===== src/core/ris_regs.svh =====
// Purpose: Register offsets, bit positions and reset values of the radio event status logic
// Assumes: Byte-wide registers reached through the serial register port
// Notes: Types live in ris_pkg
// Behaviour
// FIFO error sets on overflow or underflow, clears only on that FIFO's reset. The code clears it on either FIFO's reset, and on a read while enabled.
// Transmit almost-full sets above threshold, clears in transmission at or below it.
// Transmit almost-empty sets at or below threshold, clears once above it.
// Receive almost-full sets above threshold, clears once count falls below it.
// Packet-sent sets on clean send, clears leaving FIFO mode or new send.
// Valid-packet sets on clean receive, clears on next acknowledged sync word.
// CRC-error sets on mismatch, clears when next packet's data reception begins.
// Second status register holds sync, preamble, strength, timer, battery, ready, power-on flags.
// Invalid-preamble sets on detection timeout; as status it clears itself.
// Signal-strength flag stays high while level remains above threshold.
// Wake-up-timer flag sets when the programmed timer expires.
// Low-battery event latches while disabled and interrupts once enabled.
// Chip-ready sets after enable plus crystal settling, holds until idle.
// Power-on flag sets when a power-on reset is detected.
// Enabled second-status flag rising drives interrupt line low.
// Reading second status releases line and clears its enabled flags.
// Disabled flags are plain status, never cleared by a read.
// Sync-detected status rises on sync word, falls when packet reception ends.
// Valid-preamble status rises on preamble, falls on sync or sync timeout.
// First status register holds FIFO, packet, CRC flags under the same rules.
// Host programs second enable register; reset value enables ready and power-on. Only bits 3:0 are host-writable; bits 7:4 stay at reset.
// Line stays low while any enabled flag pends; new events reassert it.
// Host reads both status registers after seeing the line low.
`ifndef RIS_REGS_SVH
`define RIS_REGS_SVH
`define RIS_OFS_STATUS_ONE 7'h03
`define RIS_OFS_STATUS_TWO 7'h04
`define RIS_OFS_ENABLE_ONE 7'h05
`define RIS_OFS_ENABLE_TWO 7'h06
`define RIS_ENABLE_ONE_RST 8'h00
`define RIS_ENABLE_TWO_RST 8'h03
`define RIS_ENABLE_TWO_WMASK 8'h0f
`define RIS_BIT_FIFO_ERR 7
`define RIS_BIT_TX_AFULL 6
`define RIS_BIT_TX_AEMPTY 5
`define RIS_BIT_RX_AFULL 4
`define RIS_BIT_EXT 3
`define RIS_BIT_PK_SENT 2
`define RIS_BIT_PK_VALID 1
`define RIS_BIT_CRC_ERR 0
`define RIS_BIT_SYNC 7
`define RIS_BIT_PRE_VAL 6
`define RIS_BIT_PRE_INVAL 5
`define RIS_BIT_RSSI 4
`define RIS_BIT_WUT 3
`define RIS_BIT_LBD 2
`define RIS_BIT_CHIP_RDY 1
`define RIS_BIT_POR 0
`endif


===== src/core/ris_pkg.sv =====
// Purpose: Types shared by the radio event status logic
// Assumes: Nothing beyond the register header
// Notes: Event groups are packed structs
package ris_pkg;
    typedef struct packed {
        logic fifo_ovf_unf;
        logic tx_fifo_reset;
        logic rx_fifo_reset;
        logic tx_afull_above;
        logic tx_afull_drained;
        logic tx_aempty_at_or_below;
        logic rx_afull_above;
        logic rx_afull_below;
        logic ext_event;
        logic pk_sent;
        logic fifo_mode_leave;
        logic tx_start;
        logic pk_valid;
        logic sync_ack;
        logic crc_mismatch;
        logic rx_data_start;
    } ris_ev_one_t;
    typedef struct packed {
        logic sync_det;
        logic rx_done;
        logic preamble_det;
        logic sync_timeout;
        logic preamble_inval;
        logic rssi_above;
        logic wut_expire;
        logic lbd_event;
        logic chip_ready;
        logic idle_mode;
        logic por_event;
    } ris_ev_two_t;
    typedef enum logic [1:0] {
        RIS_ST_IDLE,
        RIS_ST_ADDR,
        RIS_ST_DATA
    } ris_bus_state_t;
endpackage


===== src/core/ris_core.sv =====
// Purpose: Event flags, enable registers and host interrupt line of the radio
// Assumes: Register port gives a one-cycle read or write strobe with a 7-bit offset
// Notes: Interrupt line is registered but fed by next-state rises, so it falls on the same edge as a flag sets
`timescale 1ns/1ps
`include "ris_regs.svh"
module ris_core
    import ris_pkg::*;
(
    input wire logic sys_clk,
    input wire logic rst_n,
    input wire logic reg_rd,
    input wire logic reg_wr,
    input wire logic [6:0] reg_addr,
    input wire logic [7:0] reg_wdata,
    input wire ris_ev_one_t ev_one,
    input wire ris_ev_two_t ev_two,
    output logic [7:0] reg_rdata,
    output logic reg_rvalid,
    output logic host_interrupt_line_low
);
    logic [7:0] enable_one_reg;
    logic [7:0] enable_two_reg;
    logic [7:0] rdata_reg;
    logic rvalid_reg;
    logic irq_line_reg;
    logic [7:0] set_one;
    logic [7:0] clr_one;
    logic [7:0] set_two;
    logic [7:0] clr_two;
    logic [7:0] live_two;
    logic [7:0] level_two;
    logic [7:0] flag_one;
    logic [7:0] flag_two;
    logic [7:0] rise_one;
    logic [7:0] rise_two;
    logic rd_one;
    logic rd_two;

    function automatic logic hit(input logic [6:0] a, input logic [6:0] ofs);
        hit = (a == ofs);
    endfunction

    assign rd_one = reg_rd && hit(reg_addr, `RIS_OFS_STATUS_ONE);
    assign rd_two = reg_rd && hit(reg_addr, `RIS_OFS_STATUS_TWO);

    always_comb begin
        set_one = 8'h00;
        clr_one = 8'h00;
        set_one[`RIS_BIT_FIFO_ERR] = ev_one.fifo_ovf_unf;
        clr_one[`RIS_BIT_FIFO_ERR] = ev_one.tx_fifo_reset || ev_one.rx_fifo_reset;
        set_one[`RIS_BIT_TX_AFULL] = ev_one.tx_afull_above;
        clr_one[`RIS_BIT_TX_AFULL] = ev_one.tx_afull_drained;
        set_one[`RIS_BIT_TX_AEMPTY] = ev_one.tx_aempty_at_or_below;
        clr_one[`RIS_BIT_TX_AEMPTY] = !ev_one.tx_aempty_at_or_below;
        set_one[`RIS_BIT_RX_AFULL] = ev_one.rx_afull_above;
        clr_one[`RIS_BIT_RX_AFULL] = ev_one.rx_afull_below;
        set_one[`RIS_BIT_EXT] = ev_one.ext_event;
        set_one[`RIS_BIT_PK_SENT] = ev_one.pk_sent;
        clr_one[`RIS_BIT_PK_SENT] = ev_one.fifo_mode_leave || ev_one.tx_start;
        set_one[`RIS_BIT_PK_VALID] = ev_one.pk_valid;
        clr_one[`RIS_BIT_PK_VALID] = ev_one.sync_ack;
        set_one[`RIS_BIT_CRC_ERR] = ev_one.crc_mismatch;
        clr_one[`RIS_BIT_CRC_ERR] = ev_one.rx_data_start;
    end

    // Second register layout; live flags follow their source level while disabled
    always_comb begin
        set_two = 8'h00;
        clr_two = 8'h00;
        live_two = 8'h00;
        level_two = 8'h00;
        set_two[`RIS_BIT_SYNC] = ev_two.sync_det;
        clr_two[`RIS_BIT_SYNC] = ev_two.rx_done;
        set_two[`RIS_BIT_PRE_VAL] = ev_two.preamble_det;
        clr_two[`RIS_BIT_PRE_VAL] = ev_two.sync_det || ev_two.sync_timeout;
        // Self-clearing pulse as status; latching only makes sense as an interrupt
        set_two[`RIS_BIT_PRE_INVAL] = ev_two.preamble_inval;
        live_two[`RIS_BIT_PRE_INVAL] = 1'b1;
        level_two[`RIS_BIT_PRE_INVAL] = ev_two.preamble_inval;
        set_two[`RIS_BIT_RSSI] = ev_two.rssi_above;
        live_two[`RIS_BIT_RSSI] = 1'b1;
        level_two[`RIS_BIT_RSSI] = ev_two.rssi_above;
        set_two[`RIS_BIT_WUT] = ev_two.wut_expire;
        // Latched regardless of enable, so enabling later still interrupts
        set_two[`RIS_BIT_LBD] = ev_two.lbd_event;
        set_two[`RIS_BIT_CHIP_RDY] = ev_two.chip_ready;
        clr_two[`RIS_BIT_CHIP_RDY] = ev_two.idle_mode;
        set_two[`RIS_BIT_POR] = ev_two.por_event;
    end

    genvar gi;
    generate
        for (gi = 0; gi < 8; gi++) begin : g_flag
            ris_flag u_one (
                .sys_clk(sys_clk),
                .rst_n(rst_n),
                .enable(enable_one_reg[gi]),
                .set_ev(set_one[gi]),
                .status_clr(clr_one[gi]),
                .live_mode(1'b0),
                .live_level(1'b0),
                .rd_clr(rd_one),
                .flag(flag_one[gi]),
                .rise(rise_one[gi])
            );
            ris_flag u_two (
                .sys_clk(sys_clk),
                .rst_n(rst_n),
                .enable(enable_two_reg[gi]),
                .set_ev(set_two[gi]),
                .status_clr(clr_two[gi]),
                .live_mode(live_two[gi]),
                .live_level(level_two[gi]),
                .rd_clr(rd_two),
                .flag(flag_two[gi]),
                .rise(rise_two[gi])
            );
        end
    endgenerate

    always_ff @(posedge sys_clk) begin
        if (!rst_n) begin
            enable_one_reg <= `RIS_ENABLE_ONE_RST;
            enable_two_reg <= `RIS_ENABLE_TWO_RST;
        end else if (reg_wr) begin
            if (hit(reg_addr, `RIS_OFS_ENABLE_ONE)) begin
                enable_one_reg <= reg_wdata;
            end else if (hit(reg_addr, `RIS_OFS_ENABLE_TWO)) begin
                // Upper enables are read-only and keep their reset value
                enable_two_reg <= (enable_two_reg & ~`RIS_ENABLE_TWO_WMASK) |
                                  (reg_wdata & `RIS_ENABLE_TWO_WMASK);
            end
        end
    end

    always_ff @(posedge sys_clk) begin
        if (!rst_n) begin
            rdata_reg <= 8'h00;
            rvalid_reg <= 1'b0;
        end else begin
            rvalid_reg <= reg_rd;
            if (!reg_rd) begin
                rdata_reg <= rdata_reg;
            end else if (hit(reg_addr, `RIS_OFS_STATUS_ONE)) begin
                rdata_reg <= flag_one;
            end else if (hit(reg_addr, `RIS_OFS_STATUS_TWO)) begin
                rdata_reg <= flag_two;
            end else if (hit(reg_addr, `RIS_OFS_ENABLE_ONE)) begin
                rdata_reg <= enable_one_reg;
            end else if (hit(reg_addr, `RIS_OFS_ENABLE_TWO)) begin
                rdata_reg <= enable_two_reg;
            end else begin
                rdata_reg <= 8'h00;
            end
        end
    end

    // Line holds while any enabled flag pends; a fresh rising event beats a read release
    logic pend_one;
    logic pend_two;
    logic new_ev;
    assign pend_one = |(flag_one & enable_one_reg) && !rd_one;
    assign pend_two = |(flag_two & enable_two_reg) && !rd_two;
    assign new_ev = |(rise_one & enable_one_reg) || |(rise_two & enable_two_reg);

    always_ff @(posedge sys_clk) begin
        if (!rst_n) begin
            irq_line_reg <= 1'b1;
        end else begin
            // Held as the pin level so the output leaves a bare flop
            irq_line_reg <= !(new_ev || pend_one || pend_two);
        end
    end

    assign reg_rdata = rdata_reg;
    assign reg_rvalid = rvalid_reg;
    assign host_interrupt_line_low = irq_line_reg;
endmodule


===== src/core/ris_flag.sv =====
// Purpose: One status flag with latched-interrupt or live-status behaviour
// Assumes: Set and clear come from the event logic, read clear from the bus
// Notes: Set wins over every clear in the same cycle
`timescale 1ns/1ps
module ris_flag (
    input wire logic sys_clk,
    input wire logic rst_n,
    input wire logic enable,
    input wire logic set_ev,
    input wire logic status_clr,
    input wire logic live_mode,
    input wire logic live_level,
    input wire logic rd_clr,
    output logic flag,
    output logic rise
);
    logic flag_reg;
    logic flag_next;
    always_comb begin
        flag_next = flag_reg;
        if (live_mode && !enable) begin
            flag_next = live_level;
        end else if (set_ev) begin
            flag_next = 1'b1;
        end else if (status_clr || (rd_clr && enable)) begin
            flag_next = 1'b0;
        end
    end
    always_ff @(posedge sys_clk) begin
        if (!rst_n) begin
            flag_reg <= 1'b0;
        end else begin
            flag_reg <= flag_next;
        end
    end
    assign flag = flag_reg;
    assign rise = flag_next && !flag_reg;
endmodule


===== config.mk =====
export PLATFORM = sky130hd
export DESIGN_NAME = ris_core
export DESIGN_NICKNAME = d
export VERILOG_FILES = /design/src/core/ris_pkg.sv /design/src/core/ris_core.sv /design/src/core/ris_flag.sv
export VERILOG_INCLUDE_DIRS = /design/src /design/src/core
export SDC_FILE = /design/constraint.sdc
export NUM_CORES = 1
export LEC_CHECK = 0
export BUFFER_PORTS_ARGS = -buffer_cell sky130_fd_sc_hd__buf_2
export CORE_ASPECT_RATIO = 2
export CORE_MARGIN = 2
export CORE_UTILIZATION = 35
export DETAILED_ROUTE_END_ITERATION = 8
export MAX_ROUTING_LAYER = met4
export SLEW_MARGIN = 0
export SYNTH_ARGS = -nofsm -noshare
export SYNTH_HDL_FRONTEND = slang
export SYNTH_HIERARCHICAL = 1
export SYNTH_SLANG_ARGS = --single-unit

===== constraint.sdc =====
create_clock -name sys_clk -period 3.55 [get_ports sys_clk]
set_input_delay 0.1775 -clock sys_clk [delete_from_list [all_inputs] [get_ports sys_clk]]
set_output_delay 0.1775 -clock sys_clk [all_outputs]
set_load 0.02 [all_outputs]

**After elaboration in Yosys (flattened, before gate mapping)**

Index checks and enable logic that the tools add are counted.

- Register bits: 42
- Latch bits: 0
- RAM bits: 0
- Bits in read-only memories: 0
- Input bits: 46
- Output and inout bits: 10
- Word-level logic and storage cells: 147
- Memories: 0

- Add/sub/neg operators: 0
- Multipliers: 0
- Div/mod/pow operators: 0
- Magnitude comparators: 0
- Equal/unequal tests: 4
- Shift-type cells: 0
- Muxes and demuxes: 38
- Bitwise logic cells: 6
- Reductions and logical operators: 78

Operators by type and width:

| kind | number |
|---|---|
| 1-bit logical AND | 36 |
| 1-bit two-way mux | 34 |
| 8-bit bitwise AND | 4 |
| 8-bit two-way mux | 4 |
| 8-bit OR reduction | 4 |
| 7-bit by 3-bit equality test with 1-bit output, second input constant | 3 |
| 1-bit zero test | 20 |
| 1-bit logical OR | 16 |
| 8-bit by 4-bit bitwise OR with 8-bit output | 1 |
| 7-bit by 2-bit equality test with 1-bit output, second input constant | 1 |
| 3-bit AND reduction | 1 |
| 2-bit AND reduction | 1 |
| 1-bit inverter | 1 |

**Longest topological paths before layout**

- Depth in word-level cells: 13
- Mapped depth: 10
- Depth with buffers taken out: 9

**Cells and area by module**

Netlist, hierarchy kept.

By module, submodules not included:

| module | times used | cells an instance | area each (sq um) | seq. area each (sq um) |
|---|---|---|---|---|
| ris_core | 1 | 141 | 1214.9 | 440.4 |
| ris_flag | 16 | 8 | 73.8 | 20.0 |

**Least setup slack after synthesis**

Ideal clock, no wire load.

- Kind: input to register
- From: input port reg_addr[6]
- To: register irq_line_reg (netlist: host_interrupt_line_low)
- Setup time: 87 ps
- Arrival time: 2623 ps
- Required time: 3463 ps
- Setup slack: 840 ps
- Stages: 10
- Buffers on the path: 1
- Cells stage by stage: or3_1 > buf_6 > nor3_1 > nor3b_2 > o32ai_1 > nor3_1 > a22o_1 > a221oi_1 > nand3_1 > o31ai_1

- Longest elaborated chain between the ends: 13
- Elaborated cells between the ends (all ways): 92
- Those cells by class: 2 x eq/ne; 34 x mux; 2 x bitwise; 54 x reduce/logical

Ends and longest elaborated chain:

| what | RTL line | text |
|---|---|---|
| start: declaration | ris_core.sv:13 | `input wire logic [6:0] reg_addr,` |
| 7-bit by 3-bit equality test with 1-bit output | ris_core.sv:40 | `hit = (a == ofs);` |
| 1-bit logical AND | ris_core.sv:44 | `` assign rd_two = reg_rd && hit(reg_addr, `RIS_OFS_STATUS_TWO); `` |
| named net rd_two | ris_core.sv:37 | `logic rd_two;` |
| 1-bit logical AND | ris_flag.sv:25 | `end else if (status_clr \|\| (rd_clr && enable)) begin` |
| 1-bit logical OR | ris_flag.sv:25 |  |
| 1-bit two-way mux | ris_flag.sv:25 |  |
| 1-bit two-way mux | ris_flag.sv:23 | `end else if (set_ev) begin` |
| 1-bit logical AND | ris_flag.sv:37 | `assign rise = flag_next && !flag_reg;` |
| named net rise_two[1] | ris_core.sv:35 | `logic [7:0] rise_two;` |
| 8-bit bitwise AND | ris_core.sv:164 | `assign new_ev = \|(rise_one & enable_one_reg) \|\| \|(rise_two & enable_two_reg);` |
| 8-bit OR reduction | ris_core.sv:164 |  |
| 1-bit logical OR | ris_core.sv:164 |  |
| 1-bit logical OR (2 in series) | ris_core.sv:171 | `irq_line_reg <= !(new_ev \|\| pend_one \|\| pend_two);` |
| 1-bit zero test | ris_core.sv:171 |  |
| end signal: assignment | ris_core.sv:171 |  |
| end: declaration | ris_core.sv:25 | `logic irq_line_reg;` |

The timed path passes the listed nets, and every way through them passes these cells.
A chain may end at the register's enable or synchronous reset.

**Final worst setup path**

- From: input port reg_addr[6]
- To: register irq_line_reg (netlist: host_interrupt_line_low)

- Longest elaborated chain between the ends: 13
- Elaborated cells between the ends (all ways): 92
- Those cells by class: 2 x eq/ne; 34 x mux; 2 x bitwise; 54 x reduce/logical

Ends and longest elaborated chain:

| what | RTL line | text |
|---|---|---|
| 7-bit by 2-bit equality test with 1-bit output | ris_core.sv:40 |  |
| 1-bit logical AND | ris_core.sv:43 | `` assign rd_one = reg_rd && hit(reg_addr, `RIS_OFS_STATUS_ONE); `` |
| named net rd_one | ris_core.sv:36 | `logic rd_one;` |
| 1-bit logical AND | ris_flag.sv:25 |  |
| 1-bit logical OR | ris_flag.sv:25 |  |
| 1-bit two-way mux | ris_flag.sv:25 |  |
| 1-bit two-way mux | ris_flag.sv:23 |  |
| 1-bit logical AND | ris_flag.sv:37 |  |
| named net rise_one[4] | ris_core.sv:34 | `logic [7:0] rise_one;` |
| 8-bit bitwise AND | ris_core.sv:164 |  |
| 8-bit OR reduction | ris_core.sv:164 |  |
| 1-bit logical OR | ris_core.sv:164 |  |
| 1-bit logical OR (2 in series) | ris_core.sv:171 |  |
| 1-bit zero test | ris_core.sv:171 |  |

The timed path passes the listed nets, and every way through them passes these cells.

==> summary.txt <==
Status: complete, no violations
TritonCTS clock tree: built
Total gr overflow: 0
Arrival time worst endpoint: 2.46 ns
Final period util: 0.6359
Comb pwr share: 0.137
Dpl ws: 0.9871 ns
Crit-path max cell delay: 0.54 ns
# IOs: 56
ANT nets after route: 0
Largest net degree at the start of global routing: 47
GPL Wtd Cong: 0.7876
Crit path kind: input port to flip-flop
Vias in the first global route: 2267
Critical path, cell by cell: buf_2 > or3_1 > nor3_2 > buf_4 > nor3b_2 > o32ai_1 > nor3_1 > a22o_1 > a221oi_1 > nand3_1 > o31ai_1
CP Launch Type: input port
Die width: 62.26 µm
CTS sink cnt: 38
Top sig layer: met4
Unrepaired setup endpoints after global routing: no
Yosys warnings: 6
Dpl cell area: 0.002967 mm²
Initial core utilization: 0.3588
# hold bufs at CTS: 0
Longest Clk Path Bufs: 2
Met3 wire length: 211 µm
Final Setup Violations: 0
Final setup margin: 1.293 ns
Minimum clock period: 2.257 ns
Slew @ Worst Pin: 0.8478 ns
Slew HR: 0.4306
Final hold vios: 0
Max Fclk: 0.4430 GHz
Clock skew: 0.005159 ns
Detailed-route wire length per cell: 13.65 µm
Cell area after layout: 0.003136 mm²
Area of the mapped netlist: 0.002376 mm²
Register share of total power: 0.405
CTS H-tree lvls: 2
Post-CTS Setup Bufs: 0
Worst setup EP type: flip-flop
Total negative slack: 0 ns
Int Pwr: 0.8680 mW
Initial antenna violation count: 0
Switch share: 0.2411
Die area: 0.007504 mm²
CTS buffer count: 5
Clock root buffer: clkbuf_16
Diodes inserted: 0
M1 WL: 2.571 mm
Max_cap viols: 0
Worst-path clk slew: 0.06 ns
Syn Inst Count: 265
Power Density: 364.8 mW/mm²
Area Overhead vs Synth: 31.96%
HPWL after DPL: 5.021 mm
Routed wl met2: 3.543 mm
Slowest CP cell: or3_1
Starting DRT DRC Count: 76
Drt via density: 4.816
Die H: 120.5 µm
Drc violations: 0
First-pass GRT wire length: 10.86 mm
Final net count: 430
DR vias: 2273
Core Region: 0.006621 mm²
Row Count: 42
Global Route Usage Sum: 0.1925
Port-buffer cells: 55
CTS resizes: 0
Pleak: 1.271 nW
Clk pwr share: 0.459
Share of layout cells above drive strength 1: 0.2240
CP Max Fanout: 13
Hold crit path type: input port to flip-flop
Maximum VDD drop: 0.2396 mV
Fin. max-slew vios: 0
Routed WL: 6.445 mm
CP Data Required Time: 3.75 ns
Synth Area per Inst: 8.966 µm²
Net Switching: 0.2758 mW
TritonRoute pass-1 iters: 4
Clock latency on the worst-skew pair: 0.29 ns
## routing by layer
layer,global-route usage,up-vias
li1,-,1182
met1,0.1902,1043
met2,0.3594,39
met3,0.04000,9
met4,0.08472,0
met5,-,-
## cell usage in the layout (no fill, tap or decap), types with 2 or more instances in the layout
| cell type | count |
|---|---|
| nor4_1 | 5 |
| or2_2 | 3 |
| o2bb2ai_1 | 4 |
| nand3_1 | 9 |
| nor2b_1 | 19 |
| mux2i_1 | 12 |
| o32ai_1 | 16 |
| o21ai_0 | 12 |
| nand2_1 | 16 |
| inv_1 | 2 |
| nand2b_1 | 17 |
| a22o_1 | 4 |
| clkbuf_16 | 5 |
| a21boi_0 | 4 |
| dfxtp_1 | 38 |
| conb_1 | 66 |
| nor3b_2 | 16 |
| nor3_1 | 14 |
| buf_2 | 55 |
| a21oi_1 | 9 |
| a22oi_1 | 8 |
| buf_4 | 2 |
| a221oi_1 | 4 |
| nor3b_1 | 32 |
## area by class of cell
class	count	area (µm²)
Multi-Input combinational cell	280	1798
Fill cell	710	3486
Inverter	2	7.507
Sequential cell	38	760.7
Clock buffer	6	138.9
Tap cell	88	110.1
Clock inverter	1	30.03
Timing Repair Buffer	57	290.3
## final timing paths
kind	startpoint	to	slack, ns	depth (start not counted)
worst max-delay path	reg_addr[6]	host_interrupt_line_low	1.29	11
worst min-delay path	reg_wdata[6]	enable_one_reg[6]	0.10	3
worst max register to register	g_flag[4].u_one/flag	host_interrupt_line_low	1.72	7
worst min register to register	reg_rdata[1]	reg_rdata[1]	0.47	2
## metrics by stage
stage / instances / power (mW) / hold WS (ns) / utilization
final: 472 / 1.144 / 0.1002 / 0.4735
after detailed placement: 465 / 0.6269 / 0.4075 / 0.4480
after CTS: 472 / 1.154 / 0.1057 / 0.4735
after global placement: 465 / 0.6247 / 0.4038 / 0.4480
after floorplan: 329 / 0.5689 / 0.3026 / -
after global routing: 472 / 1.198 / 0.1150 / 0.4735
## power groups by stage
stage	clock, mW	combinational, mW	sequential [mW]
6_report	0.525	0.156	0.463
2_1_floorplan	0	0.0983	0.471
4_1_cts	0.536	0.155	0.463
3_3_place_gp	0	0.153	0.472
5_1_grt	0.555	0.177	0.466
3_5_place_dp	0	0.155	0.472
## worst max-delay path: cells and delay by family
kind,cells,cell delay [ns]
simple gates,5,1.01
buf+inv,2,0.33
compound gates,4,0.93
(Power assumes the default switching activity.)
